--- src/hdl/reader_pin_pkg.sv ---
// Constants for the reader pin function and clock output block
package reader_pin_pkg;
  // Core clock and the slow host clock used while the chip sleeps
  localparam int unsigned CLOCK_HZ = 250_000_000;
  localparam int unsigned SLOW_CLOCK_HZ = 60_000;
  localparam logic [11:0] SLOW_HALF_CYCLES =
    12'(CLOCK_HZ / (2 * SLOW_CLOCK_HZ));

  // System clock setting (clock configuration register, address 0x09)
  localparam logic [7:0] HOST_SYSTEM_CLOCK_OUT_CFG_ADDR = 8'h09;
  localparam logic [1:0] HOST_SYSTEM_CLOCK_OUT_OFF = 2'h0;
  localparam logic [1:0] HOST_SYSTEM_CLOCK_OUT_DIV4 = 2'h1;
  localparam logic [1:0] HOST_SYSTEM_CLOCK_OUT_DIV2 = 2'h2;
  localparam logic [1:0] HOST_SYSTEM_CLOCK_OUT_DIV1 = 2'h3;

  // Registers that turn the modulation data terminal into an output
  localparam logic [7:0] MOD_OUT_CFG_ADDR_A = 8'h1A;
  localparam logic [7:0] MOD_OUT_CFG_ADDR_B = 8'h1B;

  // Positions in the synchronised pin vector
  localparam int SYNC_W = 14;
  localparam int IX_EN = 0;
  localparam int IX_EN2 = 1;
  localparam int IX_MODTYPE = 2;
  localparam int IX_MODDATA = 3;
  localparam int IX_DCLK = 4;
  localparam int IX_REF = 5;
  localparam int IX_IO = 6;

  // Shared data terminal roles
  localparam int IO_SSEL = 4;
  localparam int IO_BITCLK = 5;
  localparam int IO_SOUT = 6;
  localparam int IO_MOSI = 7;

  typedef enum logic [2:0] {
    SRC_OFF = 3'b000,
    SRC_DIV4 = 3'b001,
    SRC_DIV2 = 3'b010,
    SRC_DIV1 = 3'b011,
    SRC_SLOW = 3'b100
  } clk_src_t;
endpackage : reader_pin_pkg

--- src/hdl/reader_pin_function_and_clock_out.sv ---
// Terminal function multiplexer and host system clock output
//
// How it works
// In direct modes 0 and 1 the modulation-type pin is a host input, low for ASK and high for OOK.
// When configured as output the modulation-type pin shows the received signal instead.
// In direct mode 0 or 1 the modulation data pin is a host input that keys the transmitter.
// When the 0x1A/0x1B settings make it an output, the modulation data pin carries subcarrier data.
// In parallel mode all eight shared data pins are bidirectional data lines.
// In SPI mode the host drives shared pin 4 as slave select.
// In direct mode 1 shared pin 5 is driven as the bit data clock output.
// In SPI mode shared pin 6 is driven as MISO while the host holds slave select (pin 4) low.
// Shared pin 6 carries decoded bits in direct mode 1 and raw subcarrier in direct mode 0.
// In SPI mode the host drives shared pin 7 as MOSI.
// The host supplies the data clock that times every host transfer.
// With chip enable high the system clock follows the 0x09 setting: off, /4, /2 or /1.
// With chip enable low and secondary enable high the system clock runs at 60 kHz.
// Chip enable low means sleep or power-down; normal operation only while high.
// Secondary enable high selects power-down mode 2, keeping the host supply alive.
// Clock rates come from the 13.56 MHz reference by /1, /2, /4, switched without runts.
`timescale 1ns/1ps
`default_nettype none

module reader_pin_function_and_clock_out
  import reader_pin_pkg::*;
(
  input wire logic clock,
  input wire logic arst_n,
  // Pins
  input wire logic chipEnablePin,
  input wire logic secondary_power_select,
  input wire logic dataClockPin,
  input wire logic refClockPin,
  input wire logic modulation_type_select_in,
  output logic modulation_type_select_out,
  output logic modulation_type_select_oe,
  input wire logic modulation_data_pin_in,
  output logic modulation_data_pin_out,
  output logic modulation_data_pin_oe,
  input wire logic [7:0] ioIn,
  output logic [7:0] ioOut,
  output logic [7:0] ioOe,
  output logic host_system_clock_out,
  // Core configuration
  input wire logic spiMode,
  input wire logic directEnable,
  input wire logic directModeOne,
  input wire logic modTypeAsOutput,
  input wire logic modDataAsOutput,
  input wire logic [1:0] sysClockSetting,
  // Core data toward the pins
  input wire logic rxSignal,
  input wire logic subcarrierData,
  input wire logic decodedBit,
  input wire logic bitClock,
  input wire logic spiMiso,
  input wire logic [7:0] parallelOut,
  input wire logic parallelDrive,
  // Pin levels toward the core
  output logic chipActive,
  output logic powerDownTwo,
  output logic modulationOok,
  output logic txKey,
  output logic [7:0] parallelIn,
  output logic spiSelect_n,
  output logic spiMosi,
  output logic dataClockRise,
  output logic dataClockFall
);

  typedef struct packed {
    logic [SYNC_W-1:0] sync1;
    logic [SYNC_W-1:0] sync2;
    logic [SYNC_W-1:0] sync3;
    logic [SYNC_W-1:0] filt;
    logic [1:0] refCnt;
    logic [11:0] slowCnt;
    logic slowClk;
    clk_src_t src;
    logic sysClk;
    logic [7:0] ioOut;
    logic [7:0] ioOe;
    logic modTypeOut;
    logic modTypeOe;
    logic modOut;
    logic modOe;
    logic dclkRise;
    logic dclkFall;
  } state_t;

  state_t s_q;
  state_t s_d;

  logic [SYNC_W-1:0] pins;
  logic active;
  logic direct;
  logic refRise;
  clk_src_t want;
  logic wantLevel;

  assign pins = {ioIn, refClockPin, dataClockPin, modulation_data_pin_in,
                 modulation_type_select_in, secondary_power_select,
                 chipEnablePin};

  always_comb begin
    s_d = s_q;
    // Three stages; a change counts once stages two and three agree
    s_d.sync1 = pins;
    s_d.sync2 = s_q.sync1;
    s_d.sync3 = s_q.sync2;
    for (int i = 0; i < SYNC_W; i++) begin
      if (s_q.sync2[i] == s_q.sync3[i]) begin
        s_d.filt[i] = s_q.sync3[i];
      end
    end

    active = s_q.filt[IX_EN];
    direct = active && directEnable;

    // Host data clock edges for the interface logic
    s_d.dclkRise = !s_q.filt[IX_DCLK] && s_d.filt[IX_DCLK];
    s_d.dclkFall = s_q.filt[IX_DCLK] && !s_d.filt[IX_DCLK];

    // Reference divider; /2 and /4 change only on reference rising edges
    refRise = !s_q.filt[IX_REF] && s_d.filt[IX_REF];
    if (refRise) begin
      s_d.refCnt = s_q.refCnt + 2'h1;
    end

    // Free 60 kHz source from the core clock
    if (s_q.slowCnt == SLOW_HALF_CYCLES - 12'h001) begin
      s_d.slowCnt = 12'h000;
      s_d.slowClk = !s_q.slowClk;
    end else begin
      s_d.slowCnt = s_q.slowCnt + 12'h001;
    end

    // Requested source
    if (active) begin
      case (sysClockSetting)
        HOST_SYSTEM_CLOCK_OUT_DIV4: want = SRC_DIV4;
        HOST_SYSTEM_CLOCK_OUT_DIV2: want = SRC_DIV2;
        HOST_SYSTEM_CLOCK_OUT_DIV1: want = SRC_DIV1;
        default: want = SRC_OFF;
      endcase
    end else if (s_q.filt[IX_EN2]) begin
      want = SRC_SLOW;
    end else begin
      want = SRC_OFF;
    end

    case (want)
      SRC_DIV4: wantLevel = s_q.refCnt[1];
      SRC_DIV2: wantLevel = s_q.refCnt[0];
      SRC_DIV1: wantLevel = s_q.filt[IX_REF];
      SRC_SLOW: wantLevel = s_q.slowClk;
      default: wantLevel = 1'b0;
    endcase

    // Switch only while both old and new clocks are low, so no runt
    if (!s_q.sysClk && !wantLevel) begin
      s_d.src = want;
    end

    case (s_d.src)
      SRC_DIV4: s_d.sysClk = s_d.refCnt[1];
      SRC_DIV2: s_d.sysClk = s_d.refCnt[0];
      SRC_DIV1: s_d.sysClk = s_d.filt[IX_REF];
      SRC_SLOW: s_d.sysClk = s_d.slowClk;
      default: s_d.sysClk = 1'b0;
    endcase

    // Modulation-type pin: host input unless turned round in direct mode
    s_d.modTypeOe = direct && modTypeAsOutput;
    s_d.modTypeOut = s_d.modTypeOe && rxSignal;

    // Modulation data pin: output only when configured so
    s_d.modOe = active && modDataAsOutput;
    s_d.modOut = s_d.modOe && subcarrierData;

    // Shared data pins; nothing driven while asleep
    s_d.ioOe = 8'h00;
    s_d.ioOut = 8'h00;
    if (direct) begin
      if (directModeOne) begin
        s_d.ioOe[IO_BITCLK] = 1'b1;
        s_d.ioOut[IO_BITCLK] = bitClock;
        s_d.ioOut[IO_SOUT] = decodedBit;
      end else begin
        s_d.ioOut[IO_SOUT] = subcarrierData;
      end
      s_d.ioOe[IO_SOUT] = 1'b1;
    end else if (active && spiMode) begin
      // MISO drives only while the host selects us; pins 4 and 7 listen
      s_d.ioOe[IO_SOUT] = !s_q.filt[IX_IO + IO_SSEL];
      s_d.ioOut[IO_SOUT] = spiMiso;
    end else if (active) begin
      s_d.ioOe = {8{parallelDrive}};
      s_d.ioOut = parallelOut;
    end
  end

  always_ff @(posedge clock or negedge arst_n) begin
    if (!arst_n) begin
      s_q <= '0;
    end else begin
      s_q <= s_d;
    end
  end

  assign modulation_type_select_out = s_q.modTypeOut;
  assign modulation_type_select_oe = s_q.modTypeOe;
  assign modulation_data_pin_out = s_q.modOut;
  assign modulation_data_pin_oe = s_q.modOe;
  assign ioOut = s_q.ioOut;
  assign ioOe = s_q.ioOe;
  assign host_system_clock_out = s_q.sysClk;
  assign chipActive = s_q.filt[IX_EN];
  assign powerDownTwo = !s_q.filt[IX_EN] && s_q.filt[IX_EN2];
  assign modulationOok = directEnable && s_q.filt[IX_MODTYPE];
  // Transmit key follows the host level only in direct mode
  assign txKey = directEnable && !modDataAsOutput
                 && s_q.filt[IX_MODDATA];
  assign parallelIn = s_q.filt[IX_IO +: 8];
  assign spiSelect_n = s_q.filt[IX_IO + IO_SSEL];
  assign spiMosi = s_q.filt[IX_IO + IO_MOSI];
  assign dataClockRise = s_q.dclkRise;
  assign dataClockFall = s_q.dclkFall;

  // Checks
  a_sleep_quiet: assert property (@(posedge clock) disable iff (!arst_n)
    !s_q.filt[IX_EN] |=> (ioOe == 8'h00) && !modulation_data_pin_oe
      && !modulation_type_select_oe)
    else $error("pins driven while asleep");

  a_spi_miso: assert property (@(posedge clock) disable iff (!arst_n)
    (s_q.filt[IX_EN] && !directEnable && spiMode
      && !s_q.filt[IX_IO + IO_SSEL])
    |=> ioOe == 8'h40 && ioOut[IO_SOUT] == $past(spiMiso))
    else $error("miso not driven when selected");

  a_bit_clock: assert property (@(posedge clock) disable iff (!arst_n)
    (s_q.filt[IX_EN] && directEnable && directModeOne)
    |=> ioOe == 8'h60 && ioOut[IO_BITCLK] == $past(bitClock)
      && ioOut[IO_SOUT] == $past(decodedBit))
    else $error("direct mode 1 outputs wrong");

  a_raw_subcarrier: assert property (@(posedge clock) disable iff (!arst_n)
    (s_q.filt[IX_EN] && directEnable && !directModeOne)
    |=> ioOe == 8'h40 && ioOut[IO_SOUT] == $past(subcarrierData))
    else $error("direct mode 0 output wrong");

  a_parallel_bus: assert property (@(posedge clock) disable iff (!arst_n)
    (s_q.filt[IX_EN] && !directEnable && !spiMode && parallelDrive)
    |=> ioOe == 8'hFF && ioOut == $past(parallelOut))
    else $error("parallel bus not driven");

  a_mod_output: assert property (@(posedge clock) disable iff (!arst_n)
    (s_q.filt[IX_EN] && modDataAsOutput)
    |=> modulation_data_pin_oe
      && modulation_data_pin_out == $past(subcarrierData))
    else $error("mod pin output wrong");

  a_modtype_out: assert property (@(posedge clock) disable iff (!arst_n)
    (s_q.filt[IX_EN] && directEnable && modTypeAsOutput)
    |=> modulation_type_select_oe
      && modulation_type_select_out == $past(rxSignal))
    else $error("modulation type output wrong");

  a_clock_off: assert property (@(posedge clock) disable iff (!arst_n)
    (!s_q.filt[IX_EN] && !s_q.filt[IX_EN2] && s_q.src == SRC_OFF)
    |=> !host_system_clock_out)
    else $error("system clock runs while off");

  a_slow_select: assert property (@(posedge clock) disable iff (!arst_n)
    $rose(s_q.src == SRC_SLOW) |-> $past(!s_q.filt[IX_EN])
      && $past(s_q.filt[IX_EN2]))
    else $error("slow clock chosen wrongly");

  a_no_runt: assert property (@(posedge clock) disable iff (!arst_n)
    $changed(s_q.src) |-> !$past(host_system_clock_out))
    else $error("clock source switched while high");

endmodule : reader_pin_function_and_clock_out

`default_nettype wire

--- config.mk ---
export PLATFORM = sky130hd
export DESIGN_NAME = reader_pin_function_and_clock_out
export DESIGN_NICKNAME = d
export VERILOG_FILES = /design/src/hdl/reader_pin_pkg.sv /design/src/hdl/reader_pin_function_and_clock_out.sv
export SDC_FILE = /design/constraint.sdc
export NUM_CORES = 1
export LEC_CHECK = 0
export BUFFER_PORTS_ARGS = -buffer_cell sky130_fd_sc_hd__buf_4
export CAP_MARGIN = 20
export CORE_UTILIZATION = 53
export CTS_CLUSTER_SIZE = 12
export DETAILED_ROUTE_END_ITERATION = 10
export GPL_ROUTABILITY_DRIVEN = 0
export PLACE_DENSITY = 0.76
export SETUP_SLACK_MARGIN = 0.15
export SLEW_MARGIN = 40
export SYNTH_ARGS = -nofsm -noshare
export SYNTH_HDL_FRONTEND = slang
export SYNTH_SLANG_ARGS = --single-unit
export TNS_END_PERCENT = 50
--- constraint.sdc ---
create_clock -name clock -period 2.8 [get_ports clock]
set_clock_uncertainty 0.2 [all_clocks]
set_input_delay 0.14 -clock clock [delete_from_list [all_inputs] [get_ports clock]]
set_output_delay 0.14 -clock clock [all_outputs]
set_load 0.05 [all_outputs]
# After elaboration in Yosys (flattened, before gate mapping)
# Index checks and enable logic that the tools add are counted.
[classes] addsub=2 n_eq_ne=26 muxes=25 n_reduce_logical=23
[op_table] op="$mux W16" n=1
[op_table] op="$eq A1 B1 Y1" n=14
[op_table] op="$logic_and A1 B1 Y1" n=14
[op_table] op="$add A12 B1 Y12 const B" n=1
[op_table] op="$eq A12 B12 Y1 const B" n=1
[op_table] op="$eq A3 B2 Y1 const B" n=4
[op_table] op="$mux W12" n=1
[op_table] op="$mux W6" n=2
[op_table] op="$mux W1" n=10
[op_table] op="$logic_not A1 Y1" n=9
[op_table] op="$mux W3" n=3
[op_table] op="$pmux W1 S4" n=2
[op_table] op="$mux W7" n=1
[op_table] op="$eq A3 B1 Y1 const B" n=2
[op_table] op="$eq A3 B3 Y1 const B" n=2
[op_table] op="$mux W2" n=3
[op_table] op="$pmux W2 S3" n=1
[op_table] op="$mux W5" n=1
[op_table] op="$eq A2 B2 Y1 const B" n=2
[op_table] op="$add A2 B1 Y2 const B" n=1
[op_table] op="$eq A2 B1 Y1 const B" n=1
[totals] reg_bits=97 in_bits=37 out_inout_bits=37 wordCells=105

# Depth between registers and ports, before layout
# Gate-level depths: netlist (run 1).
[depth] ltp_word=10 ltp_mapped=8 mapped_depth_nobuf=7

# Least setup slack after synthesis (run 1)
# Ideal clock, no wire load.
[synth_timing] path_type="register to register" from="register s_q (netlist bit chipActive)" to="register s_q (netlist bit host_system_clock_out)" arrival_time_ns=2.216 required_time_ns=2.513 path_slack_ns=0.298 path_stages_with_launch=7 period_less_slack_ns=2.502 cell_sequence="dfrtp_1 buf_6 and3b_1 or3_1 a211o_1 or4b_1 o211ai_1"
[synth_lines] element="start: declaration" line="reader_pin_function_and_clock_out.sv:90" rtl="state_t s_q;"
[synth_lines] element="start signal: assignment" line="reader_pin_function_and_clock_out.sv:204" rtl="s_q <= '0;"
[synth_lines] element="start signal: assignment" line="reader_pin_function_and_clock_out.sv:206" rtl="s_q <= s_d;"

==> qor.csv, run 1 <==
metric,value,unit
core_area,0.00596,mm²
drv_cap,0,
multi_input_comb_area,771,µm²
final_layout_size_suffix_gt1_share,31.6,%
hold_buffers,36,
async_reset_ff_share,100,%
via_per_inst,4.96,
hold_viol_final,0,
ir_drop,0.464,mV
dp_cells,349,
synth-edff-count,0,
cellLeakagePower,2.10,nW
cts_max_level,3,
area_growth_syn_to_layout,31.8,%
drtIter0Drc,88,
clk_root_buffer_cell,clkbuf_8,
crit_fanout,6,
cts.sinks,92,
antenna_cells,0,
cts_setup_buffers,0,
cts_tree,done,
fin_nets,360,
path_clk_slew,0.09,ns
drtAntennaViolNets,0,
slew_viol_final,0,
grt_usage,19.4,%
fmax,430,MHz
ys_warn_count,0,
antenna_found_initial,0,
rsz0062_at_grt,false,
grt_pass1_wl,9.08,mm
io_pins,74,
yosys_most_used_dff,dfrtp_1,
start_kind,register,
setup_viol,0,
cts_resized,0,
min_path_cells,3,
drt-total-wl,5.86,mm
min_period,2.33,ns
grt_remaining_overflow,0,
p_per_area,682,mW/mm²
crit_type,reg -> reg,
synth_seq_cells,92,
wl_per_cell,14.6,µm
tightest_slew,0.557,ns
yosysUniqueCellTypes,43,
drc_errors,0,
synth.net_count,267,
syn_avg_cell_area,14.4,µm²
grt_max_degree,50,
die_area,0.00652,mm²
cp-end-kind,register,
finalNonFillerCells,401,
netlist_instances,228,
ys_seq_area_share,70.0,%
vias,1988,
numCtsBuffers,9,
portBuffers,73,
status,finished clean,
relSlewSlack,62.9,%
firstDrtPassIters,6,
period_share,83.1,%
die_h,80.8,µm
r2r_cells,5,
rows,28,
setup-tns-final,0,ns
dp_hpwl,3.50,mm
synth_area,0.00329,mm²
cp.arrival,2.39,ns
start_util,55.2,%
cts.path.max_buffers,2,
min_path_type,in -> reg,
cp.required,2.86,ns
clock_latency,0.35,ns
die_w,80.8,µm
regArea,0.00230,mm²
grt_pass1_vias,1925,
n_fill_cell,401,
[worst paths after layout]
kind                                   startpoint                               to  slack [ns]
min in group asynchronous                  arst_n                s_d[67]$_DFF_PN0_        0.11
setup reg to reg           chipActive$_DFFE_PN0N_  host_system_clock_out$_DFF_PN0_        0.47
hold / removal                            spiMode               ioOut[2]$_DFF_PN0_        0.02
setup / recovery           chipActive$_DFFE_PN0N_  host_system_clock_out$_DFF_PN0_        0.47
max in group asynchronous                  arst_n                s_q[37]$_DFF_PN0_        1.65
hold reg to reg                 s_d[77]$_DFF_PN0_                s_d[63]$_DFF_PN0_        0.15
[synth_stat cells, types with 3 or more instances]
cell type	n	area share, %
dfrtp_1	92	70
buf_4	24	5.5
maj3_1	13	4.0
nor2_1	13	1.5
xnor2_1	9	2.4
nand2_1	8	0.91
and3_1	7	1.3
nand3_1	6	0.91
and3_2	4	0.91
xor2_1	4	1.1
a2111oi_0	3	0.80
and2_1	3	0.57
clkbuf_1	3	0.34
[worst max-delay path: stages (launching register included)]
cell and delay (ns):
dfrtp_1 0.44, and4b_2 0.26, or3_1 0.37, a211o_1 0.34, or4b_1 0.53, o211ai_1 0.11
[routing by layer]
layer,part of all wire [%],vias up,global-route usage [%]
met1,43,971,24.8
li1,-,940,-
met2,50,65,31.3
met4,2.0,0,9.46
met3,5.5,12,4.61
met5,0,-,0
[power breakdown]
group          leakage (nW)  switching (mW)  internal (mW)  total, mW
clock network         0.110           0.449          0.507      0.956
registers              1.12          0.0635           1.43       1.50
logic                 0.870           0.294          0.211      0.505
total                  2.10           0.807           2.15       2.96
[layout make-up]
cell class	instances	share of cell area (%)
Sequential cell	92	53.1
Timing Repair Buffer	111	21.6
Multi-Input combinational cell	105	17.8
Clock buffer	9	2.86
Clock inverter	7	2.28
Tap cell	75	2.17
Inverter	2	0.173
[stage by stage]
stage | worst slack, ns | hold WS [ns] | area (µm²) | utilization [%] | power, mW
6_report | 0.473 | 0.0236 | 4330 | 72.8 | 2.96
5_1_grt | 0.342 | 0.0391 | 4330 | 72.8 | 3.08
4_1_cts | 0.470 | 0.0108 | 4330 | 72.8 | 2.98
3_5_place_dp | 0.489 | -0.0347 | 3750 | 63.0 | 1.98
3_3_place_gp | 0.583 | -0.0425 | 3750 | 63.0 | 1.97
2_1_floorplan | 0.298 | -0.356 | 3290 | - | 1.83
[flip-flops by register name, indices dropped and copies added (netlist names)]
| register | cells |
|---|---|
| ioOe | 3 |
| chipActive | 1 |
| dataClockRise | 1 |
| host_system_clock_out | 1 |
| modulation_type_select_out | 1 |
| modulation_data_pin_out | 1 |
| modulation_type_select_oe | 1 |
| dataClockFall | 1 |
| s_q | 37 |
| modulation_data_pin_oe | 1 |
| ioOut | 8 |
| s_d | 28 |
| parallelIn | 8 |
[cell families after synthesis]
logic type      synth area share (%)
xor+xnor                        3.46
simple gates                    10.8
flops                           70.0
compound gates                  3.20
buf+inv                         6.54
fa+ha+maj                       4.72
mux                             1.29
[cells in the final DEF (no fill, tap or decap), types with 6 or more instances in the layout]
cell type       n
dfrtp_1        92
buf_4          74
dlygate4sd3_1  36
nor2_1         13
maj3_1         13
xnor2_1         9
clkbuf_8        9
nand2_1         8
and3_1          7
nand3_1         6
No activity file was read; power rests on OpenSTA's default activity.
==> inputs of run 2 (changes only) <==
Settings changed: CORE_UTILIZATION 53 to 48, PLACE_DENSITY 0.76 to 0.73.
Clock period 2.8 ns to 1.9 ns, I/O delays scaled along.
==> run 2 against run 1 <==
Sequential cell count unchanged; critical endpoint unchanged; worst setup slack worse by 0.74 ns; count of clock-buffer cells in the layout increased by 2; first-iteration DRC count fell by 3.4%; the flow now finishes with violations (design-rule violations, negative setup slack); critical path depth unchanged; sequential power up 45%; core utilization down 2.8 points; clock power increased by 22%; sequential share of layout area shrank 2.4 points; hold slack got worse by 0.013 ns; global-route usage fell by 1.4 points; register-to-register slack got worse by 0.74 ns.
==> qor.csv, run 2 (same netlist as run 1, synthesis figures left out) <==
metric,value,unit
status,finished with violations,
violations,"design-rule violations, negative setup slack",
drc_errors,9,
regMostFlops,s_q,
fin_nets,388,
start_kind,register,
grt_remaining_overflow,0,
io_pins,74,
finalNonFillerCells,431,
relSlewSlack,70.4,%
area_growth_syn_to_layout,38.2,%
ir_drop,0.452,mV
rows,29,
start_util,50.6,%
min_path_type,in -> async,
crit_type,reg -> reg,
cellLeakagePower,2.24,nW
vias,2123,
crit_fanout,5,
setup-tns-final,-0.289,ns
numCtsBuffers,9,
antenna_found_initial,0,
grt_pass1_wl,9.78,mm
setup_viol,2,
startpoint,chipActive$_DFFE_PN0N_,
cp-end-kind,register,
final_layout_size_suffix_gt1_share,35.9,%
clk_root_buffer_cell,clkbuf_8,
grt_pass1_vias,2202,
cts.path.max_buffers,2,
min_period,2.17,ns
wl_per_cell,14.1,µm
fmax,461,MHz
die_w,84.8,µm
path_clk_slew,0.09,ns
clock_latency,0.35,ns
r2r_cells,5,
die_area,0.00719,mm²
drtIter0Drc,85,
drt-total-wl,6.09,mm
r2r_slack,-0.27,ns
p_per_area,939,mW/mm²
period_share,114,%
layout_common_cells,"94 x buf_4, 91 x dfrtp_1, 42 x dlygate4sd3_1, 13 x nor2_1, 13 x maj3_1",
dp_cells,371,
r2r_start,chipActive$_DFFE_PN0N_,
fin_ws,-0.269,ns
crit_path_end,host_system_clock_out$_DFF_PN0_,
largest_reg_flops,37,
drv_cap,0,
core_area,0.00649,mm²
slew_viol_final,0,
firstDrtPassIters,7,
antenna_cells,0,
grt_usage,18.0,%
cp.required,1.97,ns
cts_max_level,3,
grt_max_degree,38,
drtAntennaViolNets,0,
hold_viol_final,0,
tightest_slew,0.433,ns
die_h,84.8,µm
cts_tree,done,
rsz0062_at_grt,true,
via_per_inst,4.93,
rr_endpoint,host_system_clock_out$_DFF_PN0_,
dp_hpwl,3.89,mm
cts.sinks,92,
portBuffers,73,
final_common_cell,buf_4,
cp.arrival,2.24,ns
-- run 2: changes by cell type in the layout (fill, tap and decap cells not counted), moves of 2 or more --
cell and change:
dlygate4sd3_1 +6, clkinv_4 -2, bufinv_16 -2, buf_4 +20
-- run 2: how the worst min path moves through the flow --
stage | endpoint | slack (ns) | start
after global placement | parallelIn[6]$_DFFE_PN0N_ | -0.16 | arst_n
after global routing | parallelIn[1]$_DFFE_PN0N_ | 0.02 | arst_n
after detailed placement | parallelIn[3]$_DFFE_PN0N_ | -0.15 | arst_n
final | parallelIn[3]$_DFFE_PN0N_ | 0.01 | arst_n
after floorplan | chipActive$_DFFE_PN0N_ | -0.40 | arst_n
after CTS | parallelIn[3]$_DFFE_PN0N_ | 0.004 | arst_n
-- run 2: routing by layer --
layer	share of wire [%]	vias up	global-route usage, %
met3	5.0	15	5.51
met1	41	1048	20.7
met2	51	67	31.1
met5	0	-	0
li1	-	993	-
met4	2.3	0	8.17
-- run 2: layout make-up --
class / instances / area, µm²
Multi-Input combinational cell: 105 / 790
Inverter: 2 / 7.51
Tap cell: 77 / 96.3
Clock buffer: 11 / 141
Sequential cell: 92 / 2300
Clock inverter: 5 / 35.0
Fill cell: 480 / 1950
Timing Repair Buffer: 139 / 1170
-- run 2: worst max-delay path: stages, from the launching register on --
cell and delay (ns):
dfrtp_2 0.43, and4b_2 0.24, or3_4 0.34, a211o_1 0.29, or4b_1 0.50, o211ai_1 0.09
-- run 2: what timing repair did --
| action | 4_1_cts | 5_1_grt |
|---|---|---|
| endpoints found under the hold margin | 121 | 0 |
| gates resized for setup | 1 | 4 |
| hold buffers | 43 | 0 |
| setup buffers | 0 | 1 |
| pin swaps | 3 | 2 |
| endpoints found under the setup margin | 4 | 5 |
-- run 2: report_power, final --
group	switching, mW	internal [mW]
Clock	0.652	0.517
Sequential	0.0722	2.11
Combinational	0.489	0.428
Total	1.21	3.05
-- run 2: per-stage QoR --
step / hold slack (ns) / setup slack, ns / util (%) / power [mW] / cell area [µm²]
CTS: 0.00433 / -0.287 / 69.6 / 4.29 / 4520
detailed placement: -0.148 / -0.292 / 60.2 / 3.04 / 3910
global route: 0.0185 / -0.313 / 69.9 / 4.47 / 4540
finish: 0.0101 / -0.269 / 69.9 / 4.27 / 4540
floorplan: -0.401 / -0.423 / - / 2.71 / 3290
global placement: -0.157 / -0.250 / 60.2 / 3.02 / 3910
==> inputs of run 3 (changes only) <==
--- a/constraint.sdc
+++ b/constraint.sdc
@@ -3,3 +3,3 @@
 set_input_delay 0.095 -clock clock [delete_from_list [all_inputs] [get_ports clock]]
 set_output_delay 0.095 -clock clock [all_outputs]
-set_load 0.05 [all_outputs]
+set_load 0.02 [all_outputs]
==> run 3 against run 2 <==
The flow still finishes with violations (design-rule violations, negative setup slack); sequential power is essentially flat; worst setup slack lost 0.017 ns; clock power grew 10%; hold slack gained 0.033 ns; sequential share of layout area shrank 0.82 points; sequential cell count is the same; power grew 0.71%; critical path type unchanged; largest cell class unchanged; highest routed layer unchanged.
==> qor.csv, run 3 (same netlist as run 1, synthesis figures left out) <==
metric,value,unit
status,finished with violations,
violations,"design-rule violations, negative setup slack",
drv_cap,0,
grt_remaining_overflow,0,
layout_common_cells,"97 x buf_4, 91 x dfrtp_1, 42 x dlygate4sd3_1, 13 x nor2_1, 13 x maj3_1",
relSlewSlack,68.7,%
start_util,50.6,%
portBuffers,73,
wl_per_cell,14.3,µm
slew_viol_final,0,
n_fill_cell,424,
core_area,0.00649,mm²
place_ws,-0.294,ns
min_period,2.19,ns
cp.required,1.97,ns
area_growth_syn_to_layout,40.4,%
cpPeakStageDelay,0.51,ns
cellLeakagePower,2.25,nW
cp-end-kind,register,
vias,2108,
rsz0062_at_grt,true,
numCtsBuffers,9,
antenna_cells,0,
cp.arrival,2.25,ns
path_clk_slew,0.09,ns
tightest_slew,0.470,ns
crit_type,reg -> reg,
drtAntennaViolNets,0,
rows,29,
holdWs,0.0429,ns
crit_slowest_cell,or4b_1,
p_per_area,931,mW/mm²
placed_area,0.00394,mm²
die_w,84.8,µm
antenna_found_initial,0,
cts_tree,done,
grt_max_degree,37,
cts.sinks,92,
path_cells,and4b_2 > or3_4 > a211o_1 > or4b_1 > o211ai_1,
regMostFlops,s_q,
grt_pass1_wl,10.4,mm
setup_viol,1,
period_share,115,%
die_h,84.8,µm
crit_fanout,6,
fin_nets,390,
final_common_cell,buf_4,
hold_viol_final,0,
die_area,0.00719,mm²
via_per_inst,4.87,
drc_errors,8,
cts_max_level,3,
clock_latency,0.34,ns
cts.path.max_buffers,2,
stdcell_area,0.00462,mm²
grt_pass1_vias,2272,
clk_root_buffer_cell,clkbuf_8,
largest_reg_flops,37,
io_pins,74,
finalPower,4.30,mW
fmax,458,MHz
start_kind,register,
ir_drop,0.705,mV
fin_ws,-0.286,ns
grt_usage,19.1,%
min_path_type,in -> async,
drt-total-wl,6.20,mm
dp_hpwl,3.93,mm
firstDrtPassIters,7,
drtIter0Drc,77,
final_layout_size_suffix_gt1_share,36.8,%
run 3: cell types whose count changed in the layout (fill, tap and decap cells not counted), moves of 2 or more:
cell / before / now
a2111oi_4: 0 / 2
clkinv_2: 2 / 0
a2111oi_0: 2 / 0
buf_4: 94 / 97
run 3: repair_timing:
action / 4_1_cts / 5_1_grt
endpoints found under the setup margin: 3 / 3
resized for setup: 6 / 4
buffers inserted: 1 / 0
hold endpoints to repair: 121 / 0
hold buffers: 42 / 0
pin swaps: 1 / 2
run 3: final cells by class:
class / instances / area, µm² / area share [%]
Timing Repair Buffer: 141 / 1190 / 25.7
Clock inverter: 6 / 71.3 / 1.54
Inverter: 2 / 7.51 / 0.163
Tap cell: 77 / 96.3 / 2.09
Multi-Input combinational cell: 105 / 823 / 17.8
Clock buffer: 10 / 128 / 2.76
Sequential cell: 92 / 2300 / 49.9
run 3: layer usage:
layer  vias to the layer above  share of wire [%]  global-route usage [%]
met5                         -                  0                       0
met4                         0               0.55                    3.54
met3                         6                5.0                    6.59
met2                        56                 54                    34.9
met1                      1048                 41                    21.9
li1                        998                  -                       -
run 3: per-stage QoR:
step | instances | TNS (ns) | util, %
5_1_grt | 433 | -0.353 | 71.1
3_5_place_dp | 374 | -0.294 | 60.6
2_1_floorplan | 228 | -0.295 | -
6_report | 433 | -0.286 | 71.1
4_1_cts | 433 | -0.294 | 70.7
3_3_place_gp | 374 | -0.255 | 60.6
run 3: path summary, 6_finish.rpt:
check	from	end	slack, ns	depth (start not counted)
setup reg to reg	chipActive$_DFFE_PN0N_	host_system_clock_out$_DFF_PN0_	-0.29	5
max in group asynchronous	arst_n	s_q[57]$_DFF_PN0_	0.92	3
min in group clock	spiMode	ioOe[4]$_DFF_PN0_	0.05	3
hold reg to reg	s_d[74]$_DFF_PN0_	s_d[60]$_DFF_PN0_	0.15	0
setup / recovery	chipActive$_DFFE_PN0N_	host_system_clock_out$_DFF_PN0_	-0.29	5
hold / removal	arst_n	s_d[75]$_DFF_PN0_	0.04	2
run 3: critical path: cells and delay by family, from the launching register on:
| family | cells | cell delay (ns) |
|---|---|---|
| flip-flops | 1 | 0.44 |
| AO/OA/AOI/OAI | 2 | 0.37 |
| AND/OR/NAND/NOR | 3 | 1.10 |
run 3: where the power goes:
part	internal, mW	switching (mW)	leakage, nW
combinational	0.451	0.371	1.04
sequential	2.11	0.0763	1.12
clock	0.623	0.667	0.0939
total	3.18	1.11	2.25
